File: src/core/lfp_pkg.sv
// Constants for the flyback protection and current-limit sequencer
package lfp_pkg;
	// Clock period in ns (100 MHz)
	localparam int CLK_PERIOD_NS = 10;
	// Timing figures in their own units
	localparam int LEB_TIME_NS = 330;
	localparam int SHORT_WINDING_BLANK_NS = 190;
	localparam int OVP_BLANK_NS = 1000;
	localparam int RING_SUPPRESS_NS = 2500;
	localparam int MAX_ON_TIME_US = 30;
	localparam int MAX_OFF_TIME_US = 50;
	localparam int SS_TIME_MS = 12;
	localparam int SS_STEPS = 4;
	// Derived cycle counts: least times round up, longest times round down
	localparam int LEB_CYC = (LEB_TIME_NS + CLK_PERIOD_NS - 1) / CLK_PERIOD_NS;
	localparam int SW_BLANK_CYC = (SHORT_WINDING_BLANK_NS + CLK_PERIOD_NS - 1) / CLK_PERIOD_NS;
	localparam int OVP_BLANK_CYC = (OVP_BLANK_NS + CLK_PERIOD_NS - 1) / CLK_PERIOD_NS;
	localparam int RING_CYC = (RING_SUPPRESS_NS + CLK_PERIOD_NS - 1) / CLK_PERIOD_NS;
	localparam int MAX_ON_CYC = (MAX_ON_TIME_US * 1000) / CLK_PERIOD_NS;
	localparam int MAX_OFF_CYC = (MAX_OFF_TIME_US * 1000) / CLK_PERIOD_NS;
	localparam int SS_STEP_CYC = (SS_TIME_MS * 1000000 / SS_STEPS) / CLK_PERIOD_NS;
	// Current-limit codes, full scale is 1 V at code 100
	localparam int LIM_W = 8;
	localparam logic [7:0] LIM_FULL = 8'h64;
	localparam logic [7:0] LIM_SS_FIRST = 8'h20;
	localparam logic [7:0] LIM_SS_STEP = 8'h11;
	localparam logic [7:0] LIM_MIN = 8'h42;
	localparam logic [7:0] FOLD_FIRST_STEP = 8'h32;
	localparam int CNT_W = 24;
	typedef enum logic [2:0] {
		LFP_OFF = 3'b000,
		LFP_CHARGE = 3'b001,
		LFP_RUN = 3'b010,
		LFP_LATCH_LOW = 3'b011,
		LFP_LATCH_HIGH = 3'b100
	} lfp_state_e;
endpackage : lfp_pkg
File: src/core/lfp_ctrl.sv
// Flyback LED controller protection and current-limit sequencer
// Overview of operation
// - Sense above active limit ends gate pulse
// - Ignore current comparator during leading-edge blanking
// - Short-winding comparator needs persistence beyond blanking
// - Current limit falls as bus voltage rises
// - Excess valley current over step threshold sets offset
// - Supply under/over voltage resets, gate held off
// - Charge below off threshold, restart with soft-start
// - Output overvoltage during off-time latches off after blank
// - Regulation overvoltage stops switching, auto-restart
// - Over-temperature above 140 C stops, auto-restart
// - Short-winding during on-time latches off
// - Latched off charges between 10.5 and 18 V
// - Gate forced low after max on-time
// - Soft-start raises limit in four steps over 12ms
// - No turn-on during ringing suppression, then zero crossing
// - Turn on anyway after max off-time
`timescale 1ns/1ps
`default_nettype none
module lfp_ctrl #(
	parameter int LEB_CYC = lfp_pkg::LEB_CYC,
	parameter int SW_BLANK_CYC = lfp_pkg::SW_BLANK_CYC,
	parameter int OVP_BLANK_CYC = lfp_pkg::OVP_BLANK_CYC,
	parameter int RING_CYC = lfp_pkg::RING_CYC,
	parameter int MAX_ON_CYC = lfp_pkg::MAX_ON_CYC,
	parameter int MAX_OFF_CYC = lfp_pkg::MAX_OFF_CYC,
	parameter int SS_STEP_CYC = lfp_pkg::SS_STEP_CYC
) (
	// Clock and reset
	input wire logic ref_clk,
	input wire logic resetn,
	// Supply monitor comparators
	input wire logic supply_below_off_in,
	input wire logic supply_above_on_in,
	input wire logic supply_overvoltage_in,
	// Protection comparators
	input wire logic over_temp_in,
	input wire logic regulation_ovp_in,
	input wire logic valley_ovp_in,
	input wire logic short_winding_cmp_in,
	// Switching comparators
	input wire logic current_sense_cmp_in,
	input wire logic zero_cross_in,
	// Digitised valley-pin current, same scale as limit codes
	input wire logic [7:0] valley_current_in,
	// Outputs
	output logic gate_drive_out,
	output logic startup_charge_en,
	output logic [7:0] current_limit_code,
	output logic latched_off,
	output logic auto_restart
);
	lfp_pkg::lfp_state_e state;
	lfp_pkg::lfp_state_e next_state;
	logic [lfp_pkg::CNT_W-1:0] on_cnt;
	logic [lfp_pkg::CNT_W-1:0] off_cnt;
	logic [lfp_pkg::CNT_W-1:0] ss_cnt;
	logic [lfp_pkg::CNT_W-1:0] sw_cnt;
	logic [lfp_pkg::CNT_W-1:0] ovp_cnt;
	logic [1:0] ss_step;
	logic ss_done;

	function automatic logic [lfp_pkg::CNT_W-1:0] sat_inc(input logic [lfp_pkg::CNT_W-1:0] v);
		sat_inc = (&v) ? v : v + 1'b1;
	endfunction : sat_inc

	// Soft-start ceiling and foldback offset
	wire [7:0] ss_limit = ss_done ? lfp_pkg::LIM_FULL
		: 8'(lfp_pkg::LIM_SS_FIRST + 8'(ss_step) * lfp_pkg::LIM_SS_STEP);
	wire [7:0] fold_excess = (valley_current_in > lfp_pkg::FOLD_FIRST_STEP)
		? 8'(valley_current_in - lfp_pkg::FOLD_FIRST_STEP) : 8'h00;
	// Nonlinear curve: steep first, then half slope, floored at minimum
	wire [7:0] fold_offset = (fold_excess < 8'h10) ? fold_excess
		: 8'(8'h10 + ((fold_excess - 8'h10) >> 1));
	wire [7:0] fold_limit = (fold_offset >= 8'(lfp_pkg::LIM_FULL - lfp_pkg::LIM_MIN))
		? lfp_pkg::LIM_MIN : 8'(lfp_pkg::LIM_FULL - fold_offset);
	wire [7:0] next_limit = (ss_limit < fold_limit) ? ss_limit : fold_limit;

	// Fault decode
	wire supply_fault = supply_below_off_in | supply_overvoltage_in;
	wire restart_fault = supply_fault | regulation_ovp_in | over_temp_in;
	wire running = (state == lfp_pkg::LFP_RUN);
	wire sw_fire = gate_drive_out & short_winding_cmp_in
		& (sw_cnt >= 24'(SW_BLANK_CYC));
	wire ovp_fire = ~gate_drive_out & valley_ovp_in
		& (ovp_cnt >= 24'(OVP_BLANK_CYC));
	wire latch_fault = running & (sw_fire | ovp_fire);

	// Gate decisions
	wire cs_trip = current_sense_cmp_in & (on_cnt >= 24'(LEB_CYC));
	wire on_expired = on_cnt >= 24'(MAX_ON_CYC);
	wire gate_off = cs_trip | on_expired | restart_fault | latch_fault;
	wire ring_over = off_cnt >= 24'(RING_CYC);
	wire off_expired = off_cnt >= 24'(MAX_OFF_CYC);
	wire gate_on = running & ~gate_drive_out & ~restart_fault & ~latch_fault
		& ((ring_over & zero_cross_in) | off_expired);

	always_comb begin
		next_state = state;
		case (state)
			lfp_pkg::LFP_OFF: begin
				if (supply_below_off_in)
					next_state = lfp_pkg::LFP_CHARGE;
			end
			lfp_pkg::LFP_CHARGE: begin
				if (supply_above_on_in & ~supply_overvoltage_in)
					next_state = lfp_pkg::LFP_RUN;
			end
			lfp_pkg::LFP_RUN: begin
				if (latch_fault)
					next_state = lfp_pkg::LFP_LATCH_HIGH;
				else if (restart_fault)
					next_state = supply_below_off_in ? lfp_pkg::LFP_CHARGE
						: lfp_pkg::LFP_OFF;
			end
			lfp_pkg::LFP_LATCH_HIGH: begin
				if (supply_below_off_in)
					next_state = lfp_pkg::LFP_LATCH_LOW;
			end
			lfp_pkg::LFP_LATCH_LOW: begin
				if (supply_above_on_in)
					next_state = lfp_pkg::LFP_LATCH_HIGH;
			end
			default: next_state = lfp_pkg::LFP_OFF;
		endcase
	end

	wire next_charge = (next_state == lfp_pkg::LFP_CHARGE)
		| (next_state == lfp_pkg::LFP_LATCH_LOW);

	always_ff @(posedge ref_clk or negedge resetn) begin
		if (!resetn) begin
			state <= lfp_pkg::LFP_OFF;
			startup_charge_en <= 1'b0;
			latched_off <= 1'b0;
			auto_restart <= 1'b0;
			current_limit_code <= lfp_pkg::LIM_SS_FIRST;
		end else begin
			state <= next_state;
			startup_charge_en <= next_charge;
			latched_off <= (next_state == lfp_pkg::LFP_LATCH_HIGH)
				| (next_state == lfp_pkg::LFP_LATCH_LOW);
			auto_restart <= (next_state == lfp_pkg::LFP_OFF)
				| (next_state == lfp_pkg::LFP_CHARGE);
			current_limit_code <= next_limit;
		end
	end

	// Gate flop; turn-off takes priority so a trip is never missed
	always_ff @(posedge ref_clk or negedge resetn) begin
		if (!resetn)
			gate_drive_out <= 1'b0;
		else if (gate_off | ~running)
			gate_drive_out <= 1'b0;
		else if (gate_on)
			gate_drive_out <= 1'b1;
	end

	// Interval counters
	always_ff @(posedge ref_clk or negedge resetn) begin
		if (!resetn) begin
			on_cnt <= '0;
			off_cnt <= '0;
			sw_cnt <= '0;
			ovp_cnt <= '0;
		end else begin
			on_cnt <= gate_drive_out ? sat_inc(on_cnt) : '0;
			off_cnt <= gate_drive_out ? '0 : sat_inc(off_cnt);
			sw_cnt <= (gate_drive_out & short_winding_cmp_in) ? sat_inc(sw_cnt) : '0;
			ovp_cnt <= (~gate_drive_out & valley_ovp_in) ? sat_inc(ovp_cnt) : '0;
		end
	end

	// Soft-start restarts whenever switching is not running
	always_ff @(posedge ref_clk or negedge resetn) begin
		if (!resetn) begin
			ss_cnt <= '0;
			ss_step <= 2'h0;
			ss_done <= 1'b0;
		end else if (!running) begin
			ss_cnt <= '0;
			ss_step <= 2'h0;
			ss_done <= 1'b0;
		end else if (!ss_done) begin
			if (ss_cnt >= 24'(SS_STEP_CYC - 1)) begin
				ss_cnt <= '0;
				ss_done <= (ss_step == 2'h3);
				ss_step <= 2'(ss_step + 2'h1);
			end else begin
				ss_cnt <= ss_cnt + 1'b1;
			end
		end
	end
endmodule : lfp_ctrl
`default_nettype wire

File: config.mk
export PLATFORM = sky130hd
export DESIGN_NAME = lfp_ctrl
export DESIGN_NICKNAME = d
export VERILOG_FILES = /design/src/core/lfp_pkg.sv /design/src/core/lfp_ctrl.sv
export SDC_FILE = /design/constraint.sdc
export NUM_CORES = 1
export LEC_CHECK = 0
export BUFFER_PORTS_ARGS = -buffer_cell sky130_fd_sc_hd__buf_2
export CAP_MARGIN = 20
export CORE_MARGIN = 8
export CORE_UTILIZATION = 55
export DETAILED_ROUTE_END_ITERATION = 7
export MAX_ROUTING_LAYER = met4
export PLACE_DENSITY = 0.83
export SLEW_MARGIN = 20
export SYNTH_ARGS = -nofsm -noshare
export SYNTH_HDL_FRONTEND = slang
export SYNTH_SLANG_ARGS = --single-unit
File: constraint.sdc
create_clock -name ref_clk -period 2.52 [get_ports ref_clk]
set_input_delay 0 -clock ref_clk [delete_from_list [all_inputs] [get_ports ref_clk]]
set_output_delay 0 -clock ref_clk [all_outputs]
set_load 0.1 [all_outputs]
==> results.md, run 1 <==
| Quantity | This run |
|:---|:---|
| Source of the worst register-to-register timing path | on_cnt[13]$_DFFE_PN0P_ |
| Setup Slack @ Placement | -1.11 ns |
| Total leakage power | 4.25 nW |
| Arrival time at the worst endpoint | 3.41 ns |
| Register clock-pin slew on the reported worst setup and hold paths | 0.06 ns |
| Routability congestion estimate | 0.880 |
| Final core area utilization | 0.707 |
| Slowest library cell on the worst path | sky130_fd_sc_hd__o41a_1 |
| Initial cell density of the core | 0.562 |
| Failing checks | negative setup slack |
| Post-synthesis sequential element count | 138 |
| X dimension of the die | 135 um |
| Level count of the clock H-tree | 4 |
| Critical setup path kind | input port to register |
| Pwr dens | 621 nW/um2 |
| Worst hold-check path type | input port to register |
| Clock tree from TritonCTS | built |
| Layout filler cell count | 986 |
| Delay of the slowest cell on the worst path | 0.32 ns |
| WP data required | 2.87 ns |
| Most area-consuming cells after synthesis | sky130_fd_sc_hd__dfrtp_1 44%, sky130_fd_sc_hd__nor2_1 6.9%, sky130_fd_sc_hd__xor2_1 6.6%, sky130_fd_sc_hd__xnor2_1 4.3%, sky130_fd_sc_hd__nand2_1 3.8% |
| Max Freq | 0.327 GHz |
| Std-Cell Core Area | 13800 um2 |
| RSZ-0062 raised after global routing | true |
| Clock root cell | sky130_fd_sc_hd__clkbuf_16 |
| Post-Synthesis Mean Instance Area | 8.87 um2 |
| Die Y | 135 um |
| Setup slack of the critical path after layout | -0.539 ns |
| Count of flip-flops with a built-in enable after synthesis | 0 |
| Area of the multi-input gates | 4400 um2 |
| Pins Over Slew Limit | 0 |
| Total count of hold-check failures in the final report | 0 |
| CP startpoint | valley_current_in[2] |
| Number of buffers added on ports | 30 |
| Number of distinct library cell variants in the gate-level netlist after synthesis | 65 |
| Inserted Diodes | 0 |
| DRC viols | 0 |
| Tmin final | 3.06 ns |
| Clk_skew | 0.00763 ns |
| Most used cell, CP | sky130_fd_sc_hd__ha_4 |
| Violation count after the first detailed-routing iteration | 526 |
| Routed length per placed instance | 15.7 um |
| DR vias | 6864 |
| Delay-heaviest family, CP | compound AO/OA/AOI/OAI gates |
| Async set-reset flop share out of synthesis | 1.00 |
| Sequential cell area | 3460 um2 |
| Vias in the first global route | 6599 |
| Number of setup violations in the final report | 7 |
| Maximum buffer depth of the clock tree | 2 |
| Cell area after synthesis | 7770 um2 |
| Area enclosed by the die boundary | 18200 um2 |
| Source-to-sink clock delay at the later pin of the worst-skew pair | 0.43 ns |
| Detailed Route WL | 18700 um |
| Via-per-instance ratio | 5.74 |
| Fraction of layout cells with a size suffix above 1 | 0.220 |
| Max-cap violations | 0 |
| Count of nets left with antenna violations after detail routing | 0 |
| Highest ir drop seen on vdd | 418 uV |
| Commonest cells after routing, fill and taps aside | 138 x sky130_fd_sc_hd__nor2_1, 136 x sky130_fd_sc_hd__dfrtp_1, 95 x sky130_fd_sc_hd__buf_4, 76 x sky130_fd_sc_hd__nand2_1, 58 x sky130_fd_sc_hd__xor2_1 |
| Biggest fanout along the worst timing path | 5 |
| # rows | 43 |
| Fraction of synthesized cell area in xor and xnor cells | 0.109 |
| Instance count of the mapped netlist | 876 |
| Total Nets Final | 1041 |
| Sort of element at the start of the critical path | input port |
| Layout area overhead | 25.9% |
| Synth Area in Simple Gates | 0.276 |
| CP Capture Type | register |
| Gr ovfl total | 0 |
| Library cell with the largest summed area after synthesis | sky130_fd_sc_hd__dfrtp_1 |
| Number of buffers and inverters on the critical path | 4 |
| First-pass GRT wire length | 30300 um |
| Leading cell type in the layout, fill and taps excluded | sky130_fd_sc_hd__nor2_1 |
| Synth Area in Adders | 0.0322 |
| Tcrit/Tclk final | 1.21 |
| Proportion of synthesized area in mux cells | 0.00982 |
| Clock buffer count from CTS | 17 |
| Tightest slew margin relative to the limit | 0.519 |
| Warning count from the yosys run | 0 |
| Share of synthesized area occupied by flip-flops and latches | 0.445 |
| Estimated wirelength of the detail-placed design | 11800 um |
| Initial antenna violation count | 0 |
| Number of ports placed on the die boundary | 31 |
| Prevailing post-synth register cell | sky130_fd_sc_hd__dfrtp_1 |
| Global-route total usage across every layer | 0.209 |
| Pin count of the biggest net entering global routing | 64 |
| Outcome | finished, violations left |
| Number of detailed-route iterations in the first pass | 6 |
| Clock Sink Count | 138 |
| Largest family of logic cells by synthesized area | simple AND/OR/NAND/NOR gates |
| Area fraction in compound gates after synthesis | 0.0971 |
| Area share of the largest cell type after synthesis | 0.441 |
| Cells along the critical path | buf_8 > inv_4 > ha_4 > o21bai_4 > a21oi_4 > o21bai_4 > or2_4 > nand2_1 > o21ai_1 > and2_4 > ha_4 > inv_2 > a41oi_2 > o21ai_4 > inv_2 > a21o_1 > ha_4 > nand2_4 > nor2_4 > o2111ai_4 > and3_4 > o41a_1 > o21ai_2 |
| Launch instance of the worst min-delay path | valley_ovp_in |
| Actual transition at the worst max-transition pin | 0.721 ns |
worst min-delay path, delay by kind of cell:
family                 cells  cell delay (ns)
and+or+nand+nor            1             0.18
AOI/OAI and AO/OA          2             0.15
buffers and inverters      1             0.11
timing repair:
action / 4_1_cts / 5_1_grt
gates cloned: 0 / 0
hold endpoints to repair: 66 / 0
hold buffers: 4 / 0
pin swaps: 21 / 20
gates resized for setup: 29 / 33
setup endpoints to repair: 8 / 39
setup buffers: 7 / 10
routing by layer:
| metal | vias up | global-route usage | wire length [um] |
|---|---|---|---|
| li1 | 3304 | - | - |
| met1 | 3315 | 0.246 | 7980 |
| met2 | 194 | 0.338 | 9460 |
| met3 | 51 | 0.0420 | 716 |
| met4 | 0 | 0.0979 | 578 |
| met5 | - | - | 0 |
where the power goes:
part	switching, mW	internal, mW	total (mW)
clock	0.945	1.55	2.49
combinational	0.812	0.424	1.24
sequential	0.0528	2.29	2.34
layout make-up:
type	count	area share
clock inverter	12	0.0155
clock buffer	20	0.0446
multi-input combinational	682	0.450
tap	180	0.0230
inverter	30	0.0120
sequential	138	0.353
timing repair buffer	133	0.101
cells in the mapped netlist, drive strengths merged (8+ instances only):
master and instances:
a21oi 35, and2 10, and3 19, and4 14
clkbuf 20, dfrtp 137, ha 20, inv 30
nand2 78, nand3 56, nand3b 8, nand4 21
nor2 143, nor3 24, nor4 21, o21ai 43
or2 8, or3 12, xnor2 38, xor2 59
stage by stage:
stage | setup TNS (ns) | cell area (um2) | total power [mW] | std cells | hold slack [ns]
floorplan | -4.88 | 7850 | 3.06 | 877 | -0.296
global placement | -5.49 | 8730 | 3.40 | 1142 | 0.0150
detailed placement | -7.05 | 8730 | 3.44 | 1142 | 0.0212
CTS | -2.30 | 9550 | 6.01 | 1185 | 0.00748
global route | -3.81 | 9780 | 6.29 | 1195 | 0.0404
finish | -2.99 | 9780 | 6.07 | 1195 | 0.0447
worst paths after layout:
kind / depth (start not counted) / endpoint / slack (ns)
worst min-delay path: 4 / ovp_cnt[18]$_DFFE_PN0P_ / 0.04
worst max-delay path: 23 / current_limit_code[0]$_DFF_PN0_ / -0.54
worst max register to register: 9 / on_cnt[15]$_DFFE_PN0P_ / 0.08
min in group asynchronous: 2 / ovp_cnt[0]$_DFFE_PN0P_ / 0.13
worst min register to register: 2 / sw_cnt[1]$_DFFE_PN0P_ / 0.52
max in group asynchronous: 3 / current_limit_code[5]$_DFF_PN1_ / 1.65
flip-flops by register name (all words and copies together), names as in the netlist:
signal / count
off_cnt: 24
on_cnt: 24
ovp_cnt: 24
ss_cnt: 24
sw_cnt: 24
current_limit_code: 8
state: 3
ss_step: 2
auto_restart: 1
gate_drive_out: 1
latched_off: 1
ss_done: 1
startup_charge_en: 1
cell families after synthesis:
| group | Yosys count |
|---|---|
| muxes | 7 |
| xor gates and xnor gates | 97 |
| other | 1 |
| buffers and inverters | 57 |
| AOI/OAI and AO/OA | 121 |
| DFF | 138 |
| and+or+nand+nor | 435 |
| adders and majority gates | 20 |
Note: power is estimated with default switching activity, not from simulation.
==> run 2, diff against run 1 <==
--- a/config.mk
+++ b/config.mk
@@ -13,4 +13,5 @@
 export MAX_ROUTING_LAYER = met4
 export PLACE_DENSITY = 0.83
+export SETUP_SLACK_MARGIN = 0.4
 export SLEW_MARGIN = 20
 export SYNTH_ARGS = -nofsm -noshare
==> constraint.sdc (replaced) <==
create_clock -name ref_clk -period 2.52 [get_ports ref_clk]
set_input_delay 0 -clock ref_clk [delete_from_list [all_inputs] [get_ports ref_clk]]
set_output_delay 0 -clock ref_clk [all_outputs]
set_load 0.02 [all_outputs]
==> run 2 against run 1 <==
Effect of this change: the run still ends with negative setup slack left; non-clock buffer count up 76; critical path depth down 1; worst setup slack worse by 0.15 ns; routed wire length up 33%; clock-buffer cell count unchanged; clock power up 2%; die area unchanged; final area up 13%; register-to-register slack worse by 0.06 ns; critical path type unchanged; largest cell class unchanged; highest routed layer unchanged.
==> results.md, run 2 (same netlist as run 1, synthesis figures left out) <==
| Quantity | This run | Change |
|:---|:---|:---|
| Outcome | finished, violations left |  |
| Failing checks | negative setup slack |  |
| Fraction of layout cells with a size suffix above 1 | 0.386 | +0.166 |
| WP data required | 2.86 ns | about the same |
| Total Nets Final | 1118 | +7.4% |
| Global-route total usage across every layer | 0.234 | +0.0254 |
| Setup slack of the critical path after layout | -0.684 ns | -0.145 ns |
| Count of nets left with antenna violations after detail routing | 0 | unchanged |
| Final Instance Count excl. Fillers | 1272 | +6.4% |
| Area of the multi-input gates | 5050 um2 | +15% |
| Final hold slack | 0.0467 ns | +0.00195 ns |
| Biggest fanout along the worst timing path | 9 | +4 |
| DR vias | 7880 | +15% |
| Highest ir drop seen on vdd | 705 uV | +69% |
| Clock root cell | sky130_fd_sc_hd__clkbuf_16 |  |
| Vias in the first global route | 7067 | +7.1% |
| Number of buffers added on ports | 30 | unchanged |
| Estimated wirelength of the detail-placed design | 11800 um | -0.44% |
| Clk_skew | 0.00894 ns | +0.00131 ns |
| Final core area utilization | 0.802 | +0.0945 |
| Commonest cells after routing, fill and taps aside | 149 x sky130_fd_sc_hd__buf_4, 125 x sky130_fd_sc_hd__dfrtp_1, 120 x sky130_fd_sc_hd__nor2_1, 67 x sky130_fd_sc_hd__nand2_1, 56 x sky130_fd_sc_hd__xor2_1 |  |
| Inserted Diodes | 0 | unchanged |
| Pins Over Slew Limit | 0 | unchanged |
| Critical setup path kind | input port to register |  |
| Cells along the critical path | buf_8 > buf_4 > nor2_1 > o2bb2ai_2 > o21bai_4 > or2_4 > o21ai_2 > and2_4 > inv_2 > ha_1 > inv_1 > nand3_1 > buf_4 > a21o_1 > ha_4 > nand2_4 > nor2_4 > o2111ai_4 > and3_4 > buf_4 > o21a_1 > o22ai_1 |  |
| Clock Sink Count | 138 | unchanged |
| Max Freq | 0.312 GHz | -4.5% |
| First-pass GRT wire length | 33800 um | +11% |
| Sequential cell area | 3470 um2 | +0.40% |
| Max-cap violations | 0 | unchanged |
| Layout filler cell count | 717 | -27% |
| Delay of the slowest cell on the worst path | 0.30 ns | -0.02 ns |
| CP Capture Type | register |  |
| Tcrit/Tclk final | 1.27 | +0.0576 |
| Actual transition at the worst max-transition pin | 0.708 ns | -0.0126 ns |
| Area of all placed cells without fillers | 11100 um2 | +13% |
| Routed length per placed instance | 19.6 um | +25% |
| Standard cell area after detailed placement | 8710 um2 | -0.17% |
| Gr ovfl total | 0 | unchanged |
| Number of detailed-route iterations in the first pass | 5 | -1 |
| RSZ-0062 raised after global routing | true |  |
| Maximum buffer depth of the clock tree | 2 | unchanged |
| CP startpoint | valley_current_in[1] |  |
| Total leakage power | 4.78 nW | +13% |
| Number of setup violations in the final report | 7 | unchanged |
| Number of ports placed on the die boundary | 31 | unchanged |
| X dimension of the die | 135 um | unchanged |
| Initial cell density of the core | 0.562 | unchanged |
| Initial antenna violation count | 0 | unchanged |
| Tightest slew margin relative to the limit | 0.527 | +0.00842 |
| Clock tree from TritonCTS | built |  |
| Routability congestion estimate | 0.884 | +0.43% |
| Detailed Route WL | 24900 um | +33% |
| Cell count after placement | 1132 | -0.88% |
| Die Y | 135 um | unchanged |
| Sort of element at the start of the critical path | input port |  |
| Worst hold-check path type | input port to register |  |
| Total count of hold-check failures in the final report | 0 | unchanged |
| Source of the worst register-to-register timing path | ss_cnt[1]$_DFFE_PN0P_ |  |
| Area enclosed by the die boundary | 18200 um2 | unchanged |
| Via-per-instance ratio | 6.19 | +7.9% |
| DRC viols | 0 | unchanged |
| Launch instance of the worst min-delay path | valley_ovp_in |  |
| Register clock-pin slew on the reported worst setup and hold paths | 0.06 ns | about the same |
| Most used cell, CP | sky130_fd_sc_hd__buf_4 |  |
| Level count of the clock H-tree | 4 | unchanged |
| Slowest library cell on the worst path | sky130_fd_sc_hd__ha_4 |  |
| Arrival time at the worst endpoint | 3.54 ns | +0.13 ns |
| Setup Slack @ Placement | -0.974 ns | +0.136 ns |
| Pwr dens | 535 nW/um2 | -14% |
| Pin count of the biggest net entering global routing | 73 | +14% |
| Std-Cell Core Area | 13800 um2 | unchanged |
| Layout area overhead | 42.7% |  |
| Violation count after the first detailed-routing iteration | 734 | +40% |
| Tmin final | 3.20 ns | +0.145 ns |
| Clock buffer count from CTS | 17 | unchanged |
| # rows | 43 | unchanged |
| Source-to-sink clock delay at the later pin of the worst-skew pair | 0.44 ns | about the same |
| Leading cell type in the layout, fill and taps excluded | sky130_fd_sc_hd__buf_4 |  |
## run 2: area by class of cell
type / count / share of cell area
well taps: 180 / 0.0203
inverters: 30 / 0.0106
repair buffers: 209 / 0.148
flip-flops and latches: 138 / 0.313
clock buffers: 20 / 0.0403
clock inverters: 12 / 0.0128
multi-input cells: 683 / 0.456
## run 2: worst paths after layout
kind	slack, ns	to	cells after the start
max in group asynchronous	1.57	ovp_cnt[12]$_DFFE_PN0P_	3
setup reg to reg	0.02	ss_cnt[4]$_DFFE_PN0P_	11
hold / removal	0.05	ovp_cnt[20]$_DFFE_PN0P_	5
min in group asynchronous	0.15	sw_cnt[5]$_DFFE_PN0P_	2
setup / recovery	-0.68	current_limit_code[2]$_DFF_PN0_	22
hold reg to reg	0.57	ss_step[1]$_DFFE_PN0P_	2
## run 2: layer usage
layer,vias up,part of all wire,track usage
met3,140,0.063,0.0464
met4,0,0.052,0.0992
li1,3463,-,-
met1,3844,0.39,0.283
met5,-,0,-
met2,433,0.50,0.376
## run 2: per-stage QoR
| stage | setup TNS [ns] | power (mW) |
|---|---|---|
| 2_1_floorplan | -4.88 | 2.80 |
| 3_3_place_gp | -5.22 | 3.12 |
| 3_5_place_dp | -6.12 | 3.14 |
| 4_1_cts | -2.03 | 5.75 |
| 5_1_grt | -5.59 | 6.10 |
| 6_report | -3.58 | 5.93 |
## run 2: timing repair
action	4_1_cts	5_1_grt
endpoints found under the setup margin	67	85
buffers inserted	56	47
hold buffers	4	0
gates resized for setup	87	138
pin swaps	71	101
cloned	1	0
endpoints found under the hold margin	74	0
## run 2: report_power, final
part	internal [mW]	switching (mW)	total [mW]
clock	1.49	1.04	2.54
sequential	2.29	0.0608	2.35
combinational	0.448	0.598	1.05
total	4.23	1.70	5.93
## run 2: critical path: cells and delay by family
kind	cells	cell delay, ns
AOI/OAI and AO/OA	7	1.09
and+or+nand+nor	7	1.24
buffers and inverters	6	0.71
adders and majority gates	2	0.50
==> run 3, diff against run 2 <==
- CORE_MARGIN: 8 -> 2
- CORE_UTILIZATION: 55 -> 58
- CTS_BUF_LIST: not set -> sky130_fd_sc_hd__clkbuf_4 sky130_fd_sc_hd__clkbuf_8
- PLACE_DENSITY: 0.83 -> 0.87
==> run 3 against run 2 <==
Effect of this change: clock-buffer cell count stayed put; hold slack better by 0.022 ns; first-iteration DRC count is 81% higher; global-route usage is 6.2 points higher; routed wire length is 17% higher; clock power is 27% lower; highest routed layer unchanged; largest power group is now registers; utilization is 3.4 points higher; non-clock buffer count is 16 higher; the flow finishes with violations (design-rule violations, negative setup slack).
==> results.md, run 3 (same netlist as run 1, synthesis figures left out) <==
| Quantity | This run | Change |
|:---|:---|:---|
| Pin count of the biggest net entering global routing | 78 | +6.8% |
| Pins Over Slew Limit | 0 | unchanged |
| Sort of element at the start of the critical path | input port |  |
| Routability congestion estimate | 0.946 | +7.1% |
| Failing checks | design-rule violations, negative setup slack |  |
| Arrival time at the worst endpoint | 3.59 ns | +0.05 ns |
| RSZ-0062 raised after global routing | true |  |
| Highest ir drop seen on vdd | 400 uV | -43% |
| Global routing usage on met2 | 0.484 | +0.107 |
| First-pass GRT wire length | 33400 um | -1.1% |
| Detailed Route WL | 29100 um | +17% |
| Met1 layer usage reported by global route | 0.368 | +0.0845 |
| Register clock-pin slew on the reported worst setup and hold paths | 0.08 ns | +0.02 ns |
| Tmin final | 3.21 ns | +0.00629 ns |
| Routed length per placed instance | 22.7 um | +16% |
| Area enclosed by the die boundary | 14300 um2 | -21% |
| Number of ports placed on the die boundary | 31 | unchanged |
| Cell count after placement | 1126 | -0.53% |
| Worst hold-check path type | input port to register |  |
| Tightest slew margin relative to the limit | 0.445 | -0.0819 |
| DRC viols | 1 | +1 |
| Total Nets Final | 1134 | +1.4% |
| Std-Cell Core Area | 13100 um2 | -5.0% |
| Gr busiest metal | met2 |  |
| Global-route total usage across every layer | 0.296 | +0.0618 |
| Number of detailed-route iterations in the first pass | 8 | +3 |
| Total count of hold-check failures in the final report | 0 | unchanged |
| Outcome | finished, violations left |  |
| Total leakage power | 4.78 nW | about the same |
| DR vias | 8543 | +8.4% |
| Number of buffers added on ports | 30 | unchanged |
| # rows | 42 | -2.3% |
| Maximum buffer depth of the clock tree | 2 | unchanged |
| Commonest cells after routing, fill and taps aside | 170 x sky130_fd_sc_hd__buf_4, 127 x sky130_fd_sc_hd__dfrtp_1, 119 x sky130_fd_sc_hd__nor2_1, 65 x sky130_fd_sc_hd__nand2_1, 59 x sky130_fd_sc_hd__xor2_1 |  |
| Tcrit/Tclk final | 1.27 | +0.00249 |
| Level count of the clock H-tree | 4 | unchanged |
| Worst-case reg-to-reg path depth | 11 | unchanged |
| Initial cell density of the core | 0.592 | +0.0295 |
| Vias in the first global route | 7102 | +0.50% |
| Layout area overhead | 41.4% |  |
| WP data required | 2.90 ns | +0.04 ns |
| Final Instance Count excl. Fillers | 1284 | +0.94% |
| Max Freq | 0.311 GHz | -0.20% |
| Clock root cell | sky130_fd_sc_hd__clkbuf_8 |  |
| Leading cell type in the layout, fill and taps excluded | sky130_fd_sc_hd__buf_4 |  |
| Biggest fanout along the worst timing path | 6 | -3 |
| Initial antenna violation count | 1 | +1 |
| Gr ovfl total | 0 | unchanged |
| Clock Sink Count | 138 | unchanged |
| Violation count after the first detailed-routing iteration | 1327 | +81% |
| Count of nets left with antenna violations after detail routing | 0 | unchanged |
| Fraction of met3 tracks used by global routing | 0.0675 | +0.0211 |
| Setup Total Neg Slack | -3.90 ns | -0.321 ns |
| Fraction of layout cells with a size suffix above 1 | 0.386 | about the same |
| Clock buffer count from CTS | 17 | unchanged |
| Max-cap violations | 0 | unchanged |
| Estimated wirelength of the detail-placed design | 11800 um | +0.16% |
| Critical setup path kind | input port to register |  |
| Number of setup violations in the final report | 9 | +2 |
| Actual transition at the worst max-transition pin | 0.821 ns | +0.113 ns |
| Clk_skew | 0.0174 ns | +0.00849 ns |
| Clock tree from TritonCTS | built |  |
| Source-to-sink clock delay at the later pin of the worst-skew pair | 0.47 ns | +0.03 ns |
| CP Capture Type | register |  |
| Die Y | 120 um | -11% |
| Setup slack of the critical path after layout | -0.690 ns | -0.00629 ns |
| Worst hold path depth | 4 | -1 |
| Pwr dens | 483 nW/um2 | -9.8% |
| Via-per-instance ratio | 6.65 | +7.4% |
| X dimension of the die | 120 um | -11% |
==> run 3: cell types whose count changed in the layout (fill, tap and decap cells not counted), moves of 4 or more <==
cell	delta
sky130_fd_sc_hd__buf_6	-8
sky130_fd_sc_hd__clkbuf_16	-17
sky130_fd_sc_hd__buf_4	+21
sky130_fd_sc_hd__clkinv_4	-4
sky130_fd_sc_hd__clkbuf_8	+17
sky130_fd_sc_hd__nor2_4	+5
sky130_fd_sc_hd__nor2_2	-4
==> run 3: worst max-delay path, cell delays in order <==
cell,delay [ns]
sky130_fd_sc_hd__buf_8,0.11
sky130_fd_sc_hd__inv_4,0.05
sky130_fd_sc_hd__ha_4,0.15
sky130_fd_sc_hd__o211ai_1,0.09
sky130_fd_sc_hd__buf_4,0.17
sky130_fd_sc_hd__o2bb2ai_4,0.15
sky130_fd_sc_hd__o21bai_4,0.08
sky130_fd_sc_hd__or2_4,0.27
sky130_fd_sc_hd__o211ai_1,0.39
sky130_fd_sc_hd__ha_2,0.31
sky130_fd_sc_hd__inv_2,0.04
sky130_fd_sc_hd__a41oi_2,0.20
sky130_fd_sc_hd__o21ai_4,0.11
sky130_fd_sc_hd__inv_2,0.09
sky130_fd_sc_hd__buf_6,0.11
sky130_fd_sc_hd__nor2_4,0.03
sky130_fd_sc_hd__ha_4,0.27
sky130_fd_sc_hd__nand2_4,0.05
sky130_fd_sc_hd__nor2_4,0.14
sky130_fd_sc_hd__o2111ai_4,0.15
sky130_fd_sc_hd__and3_4,0.20
sky130_fd_sc_hd__o41a_1,0.32
sky130_fd_sc_hd__o21ai_1,0.11
==> run 3: per-layer routing <==
layer | routed length (um) | vias up | part of all wire
met5 | 0 | - | 0
met4 | 2110 | 0 | 0.072
met3 | 2530 | 254 | 0.087
met2 | 14000 | 722 | 0.48
met1 | 10500 | 4073 | 0.36
li1 | - | 3494 | -
==> run 3: layout make-up <==
cell class	count	area (um2)
multi-input combinational	683	5050
sequential	138	3470
fill	592	2150
timing repair buffer	225	1740
clock buffer	20	263
tap	176	220
clock inverter	11	123
inverter	30	118
antenna	1	2.50
==> run 3: through the flow <==
step	total power [mW]	hold WS (ns)	setup slack, ns	instance area, um2	util
2_1_floorplan	2.80	-0.296	-0.812	7950	-
3_3_place_gp	3.11	0.0707	-0.827	8690	0.662
3_5_place_dp	3.13	0.0696	-1.07	8690	0.662
4_1_cts	5.00	0.00661	-0.362	9890	0.752
5_1_grt	5.46	0.0779	-0.841	11000	0.836
6_report	5.30	0.0686	-0.690	11000	0.836
==> run 3: power breakdown <==
group	switching, mW	internal [mW]
clock	0.942	0.919
sequential	0.0706	2.28
combinational	0.618	0.470
==> run 3: path summary, 6_finish.rpt <==
check,start,to,slack (ns)
setup / recovery,valley_current_in[1],current_limit_code[0]$_DFF_PN0_,-0.69
hold / removal,over_temp_in,state[1]$_DFF_PN0_,0.07
setup reg to reg,sw_cnt[0]$_DFFE_PN0P_,sw_cnt[19]$_DFFE_PN0P_,-0.06
hold reg to reg,ss_cnt[23]$_DFFE_PN0P_,ss_cnt[23]$_DFFE_PN0P_,0.58
max in group asynchronous,resetn,current_limit_code[5]$_DFF_PN1_,1.63
min in group asynchronous,resetn,current_limit_code[7]$_DFF_PN0_,0.11
==> run 3: repair_timing <==
action,CTS,global route
buffers inserted,54,64
pin swaps,67,87
resized for setup,77,139
hold buffers,6,0
endpoints found under the setup margin,66,80
hold endpoints to repair,82,0
gates cloned,2,0
